**config.mk**
```make
export PLATFORM = sky130hd
export DESIGN_NAME = pmc_power_ctrl
export DESIGN_NICKNAME = d
export VERILOG_FILES = /design/src/pmc_pkg.sv /design/src/pmc_power_ctrl.sv /design/src/pmc_clock_loss.sv
export VERILOG_INCLUDE_DIRS = /design/src
export SDC_FILE = /design/constraint.sdc
export NUM_CORES = 1
export LEC_CHECK = 0
export BUFFER_PORTS_ARGS = -buffer_cell sky130_fd_sc_hd__buf_2
export CORE_UTILIZATION = 50
export DETAILED_ROUTE_END_ITERATION = 8
export PLACE_DENSITY = 0.84
export SYNTH_ARGS = -nofsm -noshare
export SYNTH_HDL_FRONTEND = slang
export SYNTH_SLANG_ARGS = --single-unit
```
**constraint.sdc**
```tcl
create_clock -name mclk -period 1.7 [get_ports mclk]
set_input_delay 0.255 -clock mclk [delete_from_list [all_inputs] [get_ports mclk]]
set_output_delay 0.255 -clock mclk [all_outputs]
set_load 0.005 [all_outputs]
```
**src/pmc_defs.svh**
```systemverilog
// Constants of the CPU power mode control: register map, fields, reset values, timing.
`ifndef PMC_DEFS_SVH
`define PMC_DEFS_SVH

// Power control register location and reset value.
`define PMC_POWER_CONTROL_ADDR 8'h87
`define PMC_POWER_CONTROL_RESET 8'h00

// Field positions inside the power control register.
`define PMC_IDLE_BIT 0
`define PMC_STOP_BIT 1
`define PMC_GF_LSB 2
`define PMC_GF_MSB 7

// Address at which execution restarts after any reset.
`define PMC_RESET_VECTOR 16'h0000

// System clock rate and clock-loss detector timeout.
`define PMC_CLK_MHZ 20
`define PMC_CLD_TIMEOUT_US 100
`define PMC_CLD_CYCLES (`PMC_CLD_TIMEOUT_US * `PMC_CLK_MHZ)
`define PMC_CLD_CNT_W 12

`endif

```
**src/pmc_pkg.sv**
```systemverilog
// Types shared by the CPU power mode control modules.
package pmc_pkg;

  // Power modes of the core.
  typedef enum logic [2:0] {
    PMC_RUN,
    PMC_IDLE_PEND,
    PMC_IDLE,
    PMC_STOP_PEND,
    PMC_STOP
  } pmc_mode_t;

  // Complete state of the mode controller.
  typedef struct packed {
    pmc_mode_t mode;
    logic [5:0] general_flags;
    logic [7:0] rdata;
    logic ext_meta;
    logic ext_sync;
    logic irq_in_write;
    logic wake_blocked;
    logic reset_req;
    logic cpu_clk_en;
    logic periph_clk_en;
    logic osc_run;
    logic idle_active;
    logic stop_active;
    logic [15:0] restart_vector;
  } pmc_regs_t;

  // Complete state of the clock-loss detector.
  typedef struct packed {
    logic [11:0] count;
    logic timeout;
  } pmc_cld_regs_t;

endpackage : pmc_pkg

```
**src/pmc_power_ctrl.sv**
```systemverilog
// CPU power mode control: idle and stop modes driven by the power control register.
`timescale 1ns/100ps
`default_nettype none
`include "pmc_defs.svh"

module pmc_power_ctrl #(
  parameter int CLD_CYCLES = `PMC_CLD_CYCLES
) (
  // Clock and reset.
  input wire logic mclk,
  input wire logic reset_n,
  // Special-function register bus from the core.
  input wire logic [7:0] sfr_addr,
  input wire logic sfr_wr,
  input wire logic sfr_rd,
  input wire logic [7:0] sfr_wdata,
  output logic [7:0] sfr_rdata,
  // Instruction sequencing from the core.
  input wire logic instr_done,
  input wire logic next_instr_one_byte,
  // Wake and reset sources.
  input wire logic irq_pending,
  input wire logic watchdog_reset,
  input wire logic ext_reset_pin_n,
  input wire logic clock_loss_detector_en,
  // Clock gates and oscillator control.
  output logic cpu_clk_en,
  output logic periph_clk_en,
  output logic osc_run,
  // Mode and reset status.
  output logic idle_active,
  output logic stop_active,
  output logic reset_request,
  output logic [15:0] restart_vector
);
  import pmc_pkg::*;

  pmc_regs_t st;
  pmc_regs_t next_st;
  logic cld_timeout;
  logic wr_hit;
  logic rd_hit;
  logic any_reset;

  ////////////////////////////////////////////////////////////////////////////
  // Address decode shared by reads and writes.
  function automatic logic pmc_hit(input logic [7:0] addr);
    pmc_hit = (addr == `PMC_POWER_CONTROL_ADDR);
  endfunction : pmc_hit

  assign wr_hit = sfr_wr && pmc_hit(sfr_addr);
  assign rd_hit = sfr_rd && pmc_hit(sfr_addr);

  ////////////////////////////////////////////////////////////////////////////
  // Clock-loss detector. It watches the oscillator enable, which only drops in
  // stop, so it is the one timer left alive there.
  pmc_clock_loss #(
    .CYCLES(CLD_CYCLES)
  ) u_clock_loss (
    .mclk(mclk),
    .reset_n(reset_n),
    .enable(clock_loss_detector_en),
    .sysclk_running(st.osc_run),
    .timeout(cld_timeout)
  );

  // Reset sources that can end a low-power mode. The watchdog is ignored in
  // stop because it has no clock there.
  always_comb begin
    any_reset = !st.ext_sync || cld_timeout;
    if (st.mode != PMC_STOP && st.mode != PMC_STOP_PEND) begin
      any_reset = any_reset || watchdog_reset;
    end
  end

  ////////////////////////////////////////////////////////////////////////////
  // Next-state logic. Everything here runs on mclk, which is never gated, so
  // an interrupt is seen even while the CPU clock is off.
  always_comb begin
    next_st = st;

    // External reset pin passes two flip-flops before use.
    next_st.ext_meta = ext_reset_pin_n;
    next_st.ext_sync = st.ext_meta;

    // Register reads: mode-select bits always return zero. Unmapped reads
    // return zero as well, so the core can OR read data from many sources.
    next_st.rdata = 8'h00;
    if (rd_hit) begin
      next_st.rdata[`PMC_GF_MSB:`PMC_GF_LSB] = st.general_flags;
    end

    // General flags are plain storage with no effect on the block.
    if (wr_hit) begin
      next_st.general_flags = sfr_wdata[`PMC_GF_MSB:`PMC_GF_LSB];
    end

    // Any reset request is held until the system reset lands and clears it.
    if (any_reset) begin
      next_st.reset_req = 1'b1;
    end

    case (st.mode)
      PMC_RUN: begin
        next_st.cpu_clk_en = 1'b1;
        next_st.periph_clk_en = 1'b1;
        next_st.osc_run = 1'b1;
        next_st.irq_in_write = 1'b0;
        // Stop wins when both select bits are written together, as the
        // deeper mode is the one software can only leave by a reset.
        if (wr_hit && sfr_wdata[`PMC_STOP_BIT]) begin
          next_st.mode = PMC_STOP_PEND;
        end else if (wr_hit && sfr_wdata[`PMC_IDLE_BIT]) begin
          next_st.mode = PMC_IDLE_PEND;
          next_st.irq_in_write = irq_pending;
        end
        // The write may be the last cycle of its own instruction.
        if (wr_hit && instr_done && (sfr_wdata[`PMC_STOP_BIT] || sfr_wdata[`PMC_IDLE_BIT])) begin
          if (sfr_wdata[`PMC_STOP_BIT]) begin
            next_st.mode = PMC_STOP;
            next_st.cpu_clk_en = 1'b0;
            next_st.periph_clk_en = 1'b0;
            next_st.osc_run = 1'b0;
            next_st.stop_active = 1'b1;
          end else begin
            next_st.mode = PMC_IDLE;
            next_st.cpu_clk_en = 1'b0;
            next_st.idle_active = 1'b1;
            if (irq_pending && next_instr_one_byte) begin
              next_st.wake_blocked = 1'b1;
            end
          end
        end
      end

      PMC_IDLE_PEND: begin
        // Still executing the idle-setting instruction; an interrupt seen now
        // is the hazard that a one-byte follower turns into a lost wake.
        if (irq_pending) begin
          next_st.irq_in_write = 1'b1;
        end
        if (instr_done) begin
          next_st.mode = PMC_IDLE;
          next_st.cpu_clk_en = 1'b0;
          next_st.idle_active = 1'b1;
          if ((st.irq_in_write || irq_pending) && next_instr_one_byte) begin
            next_st.wake_blocked = 1'b1;
          end
        end
      end

      PMC_IDLE: begin
        // Peripherals and oscillator keep running; only the CPU clock is
        // gated, which also freezes its registers and memory in place.
        next_st.periph_clk_en = 1'b1;
        next_st.osc_run = 1'b1;
        next_st.cpu_clk_en = 1'b0;
        // A blocked wake stays blocked until a reset clears the block; this
        // reproduces the known fault rather than hiding it.
        if (irq_pending && !st.wake_blocked && !any_reset) begin
          next_st.mode = PMC_RUN;
          next_st.cpu_clk_en = 1'b1;
          next_st.idle_active = 1'b0;
        end
      end

      PMC_STOP_PEND: begin
        if (instr_done) begin
          next_st.mode = PMC_STOP;
          next_st.cpu_clk_en = 1'b0;
          next_st.periph_clk_en = 1'b0;
          next_st.osc_run = 1'b0;
          next_st.stop_active = 1'b1;
        end
      end

      PMC_STOP: begin
        // Interrupts are not looked at: only a reset leaves this state, and
        // that reset returns the whole block to run through reset_n.
        next_st.cpu_clk_en = 1'b0;
        next_st.periph_clk_en = 1'b0;
        next_st.osc_run = 1'b0;
      end

      default: begin
        next_st.mode = PMC_RUN;
        next_st.cpu_clk_en = 1'b1;
        next_st.periph_clk_en = 1'b1;
        next_st.osc_run = 1'b1;
        next_st.idle_active = 1'b0;
        next_st.stop_active = 1'b0;
      end
    endcase

    // The restart address is fixed; the core loads it after every reset.
    next_st.restart_vector = `PMC_RESET_VECTOR;
  end

  ////////////////////////////////////////////////////////////////////////////
  // State register. Reset puts the core back in run with clocks on, so the
  // normal reset sequence can proceed from any mode.
  always_ff @(posedge mclk or negedge reset_n) begin
    if (!reset_n) begin
      st.mode <= PMC_RUN;
      st.general_flags <= 6'(`PMC_POWER_CONTROL_RESET >> `PMC_GF_LSB);
      st.rdata <= 8'h00;
      st.ext_meta <= 1'b1;
      st.ext_sync <= 1'b1;
      st.irq_in_write <= 1'b0;
      st.wake_blocked <= 1'b0;
      st.reset_req <= 1'b0;
      st.cpu_clk_en <= 1'b1;
      st.periph_clk_en <= 1'b1;
      st.osc_run <= 1'b1;
      st.idle_active <= 1'b0;
      st.stop_active <= 1'b0;
      st.restart_vector <= `PMC_RESET_VECTOR;
    end else begin
      st <= next_st;
    end
  end

  ////////////////////////////////////////////////////////////////////////////
  // Outputs come straight from the state register.
  assign sfr_rdata = st.rdata;
  assign cpu_clk_en = st.cpu_clk_en;
  assign periph_clk_en = st.periph_clk_en;
  assign osc_run = st.osc_run;
  assign idle_active = st.idle_active;
  assign stop_active = st.stop_active;
  assign reset_request = st.reset_req;
  assign restart_vector = st.restart_vector;

endmodule : pmc_power_ctrl
`default_nettype wire

```
**src/pmc_clock_loss.sv**
```systemverilog
// Clock-loss detector: one-shot timer that fires when the system clock stays stopped.
`timescale 1ns/100ps
`default_nettype none
`include "pmc_defs.svh"

module pmc_clock_loss #(
  parameter int CYCLES = `PMC_CLD_CYCLES
) (
  // Clock and reset.
  input wire logic mclk,
  input wire logic reset_n,
  // Control and observed clock.
  input wire logic enable,
  input wire logic sysclk_running,
  // Result.
  output logic timeout
);
  import pmc_pkg::*;

  pmc_cld_regs_t st;
  pmc_cld_regs_t next_st;

  ////////////////////////////////////////////////////////////////////////////
  // The count restarts whenever the system clock is seen running, so only an
  // unbroken stop longer than the timeout fires; the result holds until reset.
  always_comb begin
    next_st = st;
    if (!enable || sysclk_running) begin
      next_st.count = '0;
    end else if (st.count != CYCLES[11:0]) begin
      next_st.count = st.count + 12'h001;
    end
    if (enable && !sysclk_running && st.count == CYCLES[11:0] - 12'h001) begin
      next_st.timeout = 1'b1;
    end
  end

  // State register.
  always_ff @(posedge mclk or negedge reset_n) begin
    if (!reset_n) begin
      st.count <= 12'h000;
      st.timeout <= 1'b0;
    end else begin
      st <= next_st;
    end
  end

  assign timeout = st.timeout;

endmodule : pmc_clock_loss
`default_nettype wire

```
After elaboration in Yosys (flattened, before gate mapping):

Index checks and enable logic that the tools add are counted.
W data, S select, Z words.

* register bits after elaboration: 38
* bits in latches: 0
* RAM bits: 0
* memory bits (read-only): 0
* bits of input ports: 26
* output and inout port bits: 30
* logic and storage cells: 108
* memories kept: 0

* add/subtract/negate cells: 1
* multiply operators: 0
* divide/modulo/power cells: 0
* $lt $le $gt $ge: 0
* equal/unequal tests: 19
* shift operators: 0
* mux-type cells: 34
* bitwise gates (word level): 4
* reduce and logical (&&, ||, !) cells: 35

Operators by type and width (number)
* $mux W12: 2
* $mux W3: 8
* $ne A2 B2 Y1 const B: 9
* $mux W1: 15
* $pmux W3 S5: 1
* $logic_and A1 B1 Y1: 13
* $add A12 B1 Y12 const B: 1
* $eq A12 B11 Y1 const B: 1
* $ne A12 B11 Y1 const B: 1
* $reduce_and A5 Y1: 2
* $eq A8 B8 Y1 const B: 1
* $pmux W2 S4: 1
* $eq A3 B2 Y1 const B: 2
* $mux W6: 1
* $reduce_and A2 Y1: 3
* $reduce_and A6 Y1: 1
* $logic_not A1 Y1: 5
* $logic_or A1 B1 Y1: 5
* $mux W5: 1
* $pmux W1 S5: 1
* $ne A4 B4 Y1 const B: 1
* $not A1 Y1: 4
* $pmux W1 S4: 1
* $pmux W2 S2: 1
* 11 further kinds: 12

Longest topological paths before layout:

Gate-level depths: netlist of the first run.

* depth in word-level cells: 8
* depth in mapped cells: 6
* gate-level depth less buffers: 6

Modules after synthesis:

From an unflattened synthesis of the first run, not the netlist that was laid out.

* cell total of the unflattened synthesis: 203
* area total of the unflattened synthesis: 2107.0 um^2

Modules (own cells, without submodules)
* pmc_power_ctrl: times used 1, cells each 132, area each 1395.1 um^2, sequential area each 605.6 um^2
* pmc_clock_loss: times used 1, cells each 71, area each 711.9 um^2, sequential area each 325.3 um^2

Worst setup path before layout of the first run:

No wires, ideal clock.

* kind: register to register
* start point: reg u_clock_loss.st[1] in the netlist's numbering
* end point: reg u_clock_loss.st[2] in the netlist's numbering
* setup time: 132 ps
* data arrival time: 1236 ps
* data required time: 1568 ps
* slack: 332 ps
* cell stages (with the launch flop): 7
* path buffers: 0
* clock period less this slack: 1368 ps
* cells stage by stage: dfrtp_1 -> inv_1 -> ha_1 -> nor4bb_1 -> nand4_1 -> mux2i_1 -> nor2_1

* longest elaborated chain between the ends: 3
* elaborated cells on any way between the ends: 5
* those cells by class: add/sub: 1; eq/ne: 1; mux: 2; reduce/logical: 1

Ends and longest elaborated chain
* start: declaration: line pmc_clock_loss.sv:20 `pmc_cld_regs_t st;`
* start signal: assignment: line pmc_clock_loss.sv:44 `st <= next_st;`
* $add A12 B1 Y12: line pmc_clock_loss.sv:31 `next_st.count = st.count + 12'h001;`
* $mux W12: line pmc_clock_loss.sv:30 `end else if (st.count != CYCLES[11:0]) begin`
* $mux W12: line pmc_clock_loss.sv:28 `if (!enable || sysclk_running) begin`

Parallel ways exist; a longest one is shown, timed or not. The select of a mux whose other input is x is not followed.
A chain may end at the register's enable or synchronous reset.

Worst setup path in the final report of the first run:

* start point: reg st[40] in the netlist's numbering
* end point: reg st[41] in the netlist's numbering

* longest elaborated chain between the ends: 7
* elaborated cells on any way between the ends: 18
* those cells by class: eq/ne: 10; mux: 2; bitwise: 1; reduce/logical: 5

Ends and longest elaborated chain
* start: declaration: line pmc_power_ctrl.sv:38 `pmc_regs_t st;`
* start signal: assignment: line pmc_power_ctrl.sv:219 `st <= next_st;`
* $ne A3 B3 Y1 or $ne A3 B2 Y1 (tied branches): line pmc_power_ctrl.sv:71 `if (st.mode != PMC_STOP && st.mode != PMC_STOP_PEND) begin`
* $logic_and A1 B1 Y1: line pmc_power_ctrl.sv:71
* $mux W1: line pmc_power_ctrl.sv:71
* $logic_not A1 Y1: line pmc_power_ctrl.sv:160 `if (irq_pending && !st.wake_blocked && !any_reset) begin`
* $logic_and A1 B1 Y1: line pmc_power_ctrl.sv:160
* $ne A2 B2 Y1 (no line)
* $reduce_and A5 Y1 (no line)

Parallel ways exist; a longest one is shown, timed or not.

==> results of run 1 <==
[stage by stage]
| step | total power [W] | utilization, % | instances |
|---|---|---|---|
| floorplan | 0.00101 | - | 212 |
| global placement | 0.00104 | 55.6 | 271 |
| detailed placement | 0.00104 | 55.6 | 271 |
| CTS | 0.00167 | 58.0 | 278 |
| global route | 0.00173 | 58.0 | 278 |
| finish | 0.00166 | 58.0 | 278 |
[registers in the layout, summed over array words and instances (netlist names)]
name / flops
st: 12
u_clock_loss.timeout: 1
stop_active: 1
cpu_clk_en: 1
idle_active: 1
u_clock_loss.st: 12
reset_request: 1
sfr_rdata: 6
next_st: 1
periph_clk_en: 1
[per-layer routing]
| metal | wire length, µm | up-vias | share of wire, % | GRT usage (%) |
|---|---|---|---|---|
| met3 | 170 | 7 | 4.9 | 4.93 |
| met2 | 1570 | 46 | 46 | 28.6 |
| met5 | 0 | - | 0 | 0 |
| met1 | 1630 | 689 | 47 | 25.0 |
| met4 | 71 | 0 | 2.1 | 10.0 |
| li1 | - | 693 | - | - |
[layout make-up]
class	count	area, µm²	area share (%)
flip-flops and latches	37	931	43.2
multi-input cells	138	831	38.5
repair buffers	42	223	10.3
clock buffers	6	82.6	3.83
well taps	48	60.1	2.78
inverters	6	22.5	1.04
clock inverters	1	7.51	0.348
[path summary, 6_finish.rpt]
check	slack (ns)	cells past startpoint	from	end
setup / recovery	0.23	4	st[40]	st[41]
hold / removal	-0.007	2	reset_n	u_clock_loss.st[10]
setup reg to reg	0.23	4	st[40]	st[41]
hold reg to reg	0.36	0	next_st[24]	st[24]
max in group asynchronous	1.35	2	reset_n	next_st[24]
min in group mclk	0.06	1	ext_reset_pin_n	next_st[24]
[placed cells by master, fill, tap and decap left out, types with 3 or more instances in the layout]
| cell | n |
|---|---|
| inv_1 | 6 |
| clkbuf_8 | 6 |
| nor3_1 | 5 |
| and3_1 | 8 |
| a21oi_1 | 6 |
| nor2_1 | 16 |
| buf_2 | 37 |
| nand3_1 | 6 |
| dfrtp_1 | 33 |
| xor2_1 | 6 |
| buf_4 | 5 |
| nand4_1 | 3 |
| dfstp_2 | 4 |
| xnor2_1 | 3 |
| nand2_1 | 27 |
| conb_1 | 18 |
| o21ai_0 | 3 |
[kinds of logic after synthesis]
kind of cell	synth area share (%)
buffers and inverters	13.5
multiplexers	0.510
AO/OA/AOI/OAI	9.69
AND/OR/NAND/NOR	23.4
XOR/XNOR	4.02
adder cells (fa/ha/maj)	1.27
other	0.191
flip-flops	47.4
[where the power goes]
part	switching (W)	internal, W	total, W
combinational	0.0000666	0.0000461	0.000113
clock	0.000313	0.000320	0.000633
sequential	0.0000120	0.000897	0.000909
total	0.000391	0.00126	0.00166
[critical path, delay by kind of cell, from the launching register on]
family             cells  cell delay (ns)
DFF                    1             0.48
and+or+nand+nor        3             0.56
AOI/OAI and AO/OA      1             0.32
==> results.py, run 1 <==
metrics = {
    "status": {
        "status": "finished, violations left",
        "violations": "hold timing",
    },
    "clocking": {
        "postCtsHoldBufs": 0,
        "clkSinkCount": 37,
        "worstSkewPairLatency_ns": 0.30,
        "postCtsSetupRepairBufs": 0,
        "cts-root-buf": "clkbuf_8",
        "cts_tree": "done",
        "h-tree-depth": 2,
        "cts_buffer_depth": 2,
        "cts-resized-gates": 0,
        "numCtsBuffers": 5,
        "clkSlewWorstSetupHoldPaths_ns": 0.08,
    },
    "sta": {
        "hold_ws_ns": -0.00651,
        "period_needed_ns": 1.47,
        "fin_crit_sh_pct": 86.6,
        "worst_slack_ns": 0.227,
        "hold_viol": 11,
        "finalSetupViolCount": 0,
        "rsz0062_at_grt": "false",
        "finalMaxSlewViolations": 0,
        "max_freq_mhz": 679,
        "finClkSkew_ns": 0.0115,
        "final.setup.tns_ns": 0,
    },
    "floorplanning": {
        "initial_core_util_pct": 52.8,
        "die_h_um": 64.7,
        "die-area_um2": 4180,
        "row_count": 22,
        "die_x_um": 64.7,
        "num_io_pins": 56,
        "core_um2": 3720,
    },
    "drt": {
        "wl_per_cell_um": 12.4,
        "drcViolationCount": 0,
        "ant_nets": 0,
        "routed_via_density": 5.16,
        "num_vias": 1435,
        "first_pass_iters": 4,
        "drt_iter0_drc": 114,
        "routed_wl_um": 3440,
    },
    "power_and_ir_drop": {
        "vdd_drop_max_mv": 0.438,
        "p_leak_nw": 1.13,
        "power.density_nw_per_um2": 767,
    },
    "job": {
        "cap_viol_max_count": 0,
    },
    "logic_synthesis": {
        "ys_seq_elements": 37,
        "syn_area_um2": 1960,
        "async_reset_ff_share_pct": 100,
        "ys.flop_type": "dfrtp_1",
        "synth_enable_flop_cells": 0,
        "yosysMostFrequentCell": "dfrtp_1",
        "ys_types": 49,
        "seq_area_frac_synth_pct": 47.4,
        "synth_commonest_cells": "dfrtp_1, buf_4, nand2_1",
        "yosys-top-cells-area": "dfrtp_1, buf_4, dfstp_2",
        "yosysTopAreaCell": "dfrtp_1",
        "syn-instance-count": 195,
        "synth_top_area_share_pct": 42.1,
        "avgSynthCellArea_um2": 10.1,
        "ys.warnings.count": 0,
    },
    "worst_setup_path": {
        "worstPathCellList": "nand2b_4, nor4_2, nor4bb_1, a311o_1",
        "worstPathMaxFanout": 10,
        "startpoint_type": "register",
        "crit_type": "reg2reg",
        "cp_slowest_stage_delay_ns": 0.48,
        "required_ns": 1.87,
        "cp.arrival_ns": 1.65,
        "critPathCaptureType": "register",
        "cp_slowest_cell": "dfrtp_1",
    },
    "global_route": {
        "grt_pass1_vias": 1332,
        "grt_remaining_overflow": 0,
        "grt_use_total_pct": 19.0,
        "grt_start_max_net_pins": 38,
        "grt_pass1_wl_um": 5890,
        "antenna_found_initial": 0,
    },
    "cells_and_area": {
        "drive_gt1_share_pct": 27.4,
        "nets": 258,
        "syn2layout_area_growth_pct": 9.88,
        "diodes": 0,
        "final_area_um2": 2160,
        "fillers": 338,
    },
    "placed_design": {
        "gp_congestion": 0.908,
        "post-place-ws_ns": 0.240,
        "place_area_um2": 2070,
        "dp_hpwl_um": 2500,
        "portBuffers": 37,
    },
    "hold_path": {
        "hold_class": "in2async",
    },
}
(Power assumes the default switching activity.)
==> run 2, diff against run 1 <==
--- a/config.mk
+++ b/config.mk
@@ -6,10 +6,11 @@
 export SDC_FILE = /design/constraint.sdc
 export NUM_CORES = 1
 export LEC_CHECK = 0
+export ABC_AREA = 0
 export BUFFER_PORTS_ARGS = -buffer_cell sky130_fd_sc_hd__buf_2
 export CORE_UTILIZATION = 50
 export DETAILED_ROUTE_END_ITERATION = 8
-export PLACE_DENSITY = 0.84
+export PLACE_DENSITY = 0.77
 export SYNTH_ARGS = -nofsm -noshare
 export SYNTH_HDL_FRONTEND = slang
 export SYNTH_SLANG_ARGS = --single-unit
==> run 2 against run 1 <==
  * The flow now finishes without violations
  * Sequential cell count stayed put
  * Global-route usage is 0.33 points lower
  * Cell count is 0.36% higher
  * Sequential share of layout area is 0.71 points lower
  * Non-clock buffer count is 1 higher
  * Sequential power hardly changed
  * Critical path type unchanged
==> results.py, run 2 (synthesis results as in run 1) <==
metrics = {
    "sta": {
        "finalSetupViolCount": 0,
        "hold_viol": 0,
        "rsz0062_at_grt": "false",
        "finClkSkew_ns": 0.00591,
        "fin_crit_sh_pct": 88.9,
        "period_needed_ns": 1.51,
        "final.setup.tns_ns": 0,
        "max_freq_mhz": 661,
        "finalMaxSlewViolations": 0,
        "worst_slack_ns": 0.188,
    },
    "clocking": {
        "cts-root-buf": "clkbuf_8",
        "h-tree-depth": 2,
        "clkSinkCount": 37,
        "clkSlewWorstSetupHoldPaths_ns": 0.07,
        "cts_tree": "done",
        "worstSkewPairLatency_ns": 0.30,
        "postCtsSetupRepairBufs": 0,
        "numCtsBuffers": 5,
        "cts_buffer_depth": 2,
    },
    "drt": {
        "drcViolationCount": 0,
        "num_vias": 1425,
        "wl_per_cell_um": 12.3,
        "drt_iter0_drc": 102,
        "routed_wl_um": 3430,
        "first_pass_iters": 4,
        "ant_nets": 0,
        "routed_via_density": 5.11,
    },
    "worst_setup_path": {
        "worstPathCellList": "inv_1, ha_1, nor4bb_1, nand4_1, xnor2_1, nor2_1",
        "r2r-start": "u_clock_loss.st[1]",
        "path_delay_family": "simple AND/OR/NAND/NOR gates",
        "startpoint_type": "register",
        "required_ns": 1.88,
        "cp.arrival_ns": 1.70,
        "worstPathMaxFanout": 5,
        "cp_slowest_cell": "dfrtp_1",
        "cp_slowest_stage_delay_ns": 0.43,
        "crit_type": "reg2reg",
        "critPathCaptureType": "register",
        "startpoint": "u_clock_loss.st[1]",
        "cp_num_buf_inv": 1,
    },
    "placed_design": {
        "place_area_um2": 2080,
        "placed_cells": 271,
        "portBuffers": 37,
        "post-place-ws_ns": 0.226,
        "dp_hpwl_um": 2510,
        "gp_congestion": 0.958,
    },
    "global_route": {
        "grt_remaining_overflow": 0,
        "grt_use_total_pct": 18.7,
        "grt_start_max_net_pins": 20,
        "grt_pass1_vias": 1235,
        "antenna_found_initial": 0,
        "grt_pass1_wl_um": 5710,
    },
    "cells_and_area": {
        "final_common_cell": "buf_2",
        "nets": 259,
        "final-seq-area_um2": 931,
        "drive_gt1_share_pct": 27.3,
        "fillers": 339,
        "multi_input_area_um2": 831,
        "stdcell_count": 279,
        "diodes": 0,
        "syn2layout_area_growth_pct": 11.7,
        "layout_common_cells": "buf_2, dfrtp_1, nand2_1",
        "final_area_um2": 2190,
    },
    "power_and_ir_drop": {
        "power.density_nw_per_um2": 809,
        "vdd_drop_max_mv": 0.603,
        "fin_total_pwr_w": 0.00177,
        "p_leak_nw": 1.14,
    },
    "floorplanning": {
        "core_um2": 3720,
        "die_x_um": 64.7,
        "die_h_um": 64.7,
        "row_count": 22,
        "num_io_pins": 56,
        "die-area_um2": 4180,
        "initial_core_util_pct": 52.8,
    },
    "status": {
        "status": "completed",
    },
    "hold_path": {
        "hp-start": "ext_reset_pin_n",
        "hold_class": "in2reg",
    },
    "job": {
        "cap_viol_max_count": 0,
    },
}
-- run 2: worst register-to-register path, cell delays in order, from the launching register on --
cell and delay (ns):
dfrtp_1 0.43, inv_1 0.08, ha_1 0.13, nor4bb_1 0.26, nand4_1 0.24, xnor2_1 0.21, nor2_1 0.06
-- run 2: cell type report --
cell class                 instances  area share (%)
timing repair buffer              43            11.2
inverter                           6            1.03
multi-input combinational        138            37.9
clock inverter                     2            1.60
tap                               48            2.74
clock buffer                       5            3.14
sequential                        37            42.4
-- run 2: power by group --
group          internal [W]  switching, W
Clock              0.000426      0.000319
Sequential         0.000897     0.0000128
Combinational     0.0000506     0.0000673
-- run 2: path summary, 6_finish.rpt --
check / end / slack (ns) / cells past startpoint
worst max register to register: u_clock_loss.st[1] / 0.19 / 6
min in group asynchronous: u_clock_loss.st[7] / 0.42 / 2
worst max-delay path: u_clock_loss.st[1] / 0.19 / 6
max in group asynchronous: st[24] / 0.75 / 3
worst min register to register: st[24] / 0.36 / 0
worst min-delay path: next_st[24] / 0.05 / 1
-- run 2: layer usage --
layer	GRT usage (%)	share of wire [%]	up-vias
met5	0	0	-
met4	11.7	1.3	0
met3	4.23	5.6	4
met2	28.8	46	51
met1	23.6	47	674
li1	-	-	696
-- run 2: repair_timing --
action,4_1_cts,5_1_grt
endpoints found under the hold margin,18,0
gates resized for setup,0,0
hold buffers,1,0
-- run 2: per-stage QoR --
stage	util (%)	hold WS (ns)
finish	59.0	0.0545
global route	59.0	0.0489
CTS	59.0	0.0421
detailed placement	56.0	0.220
global placement	56.0	0.221
floorplan	-	-0.0406
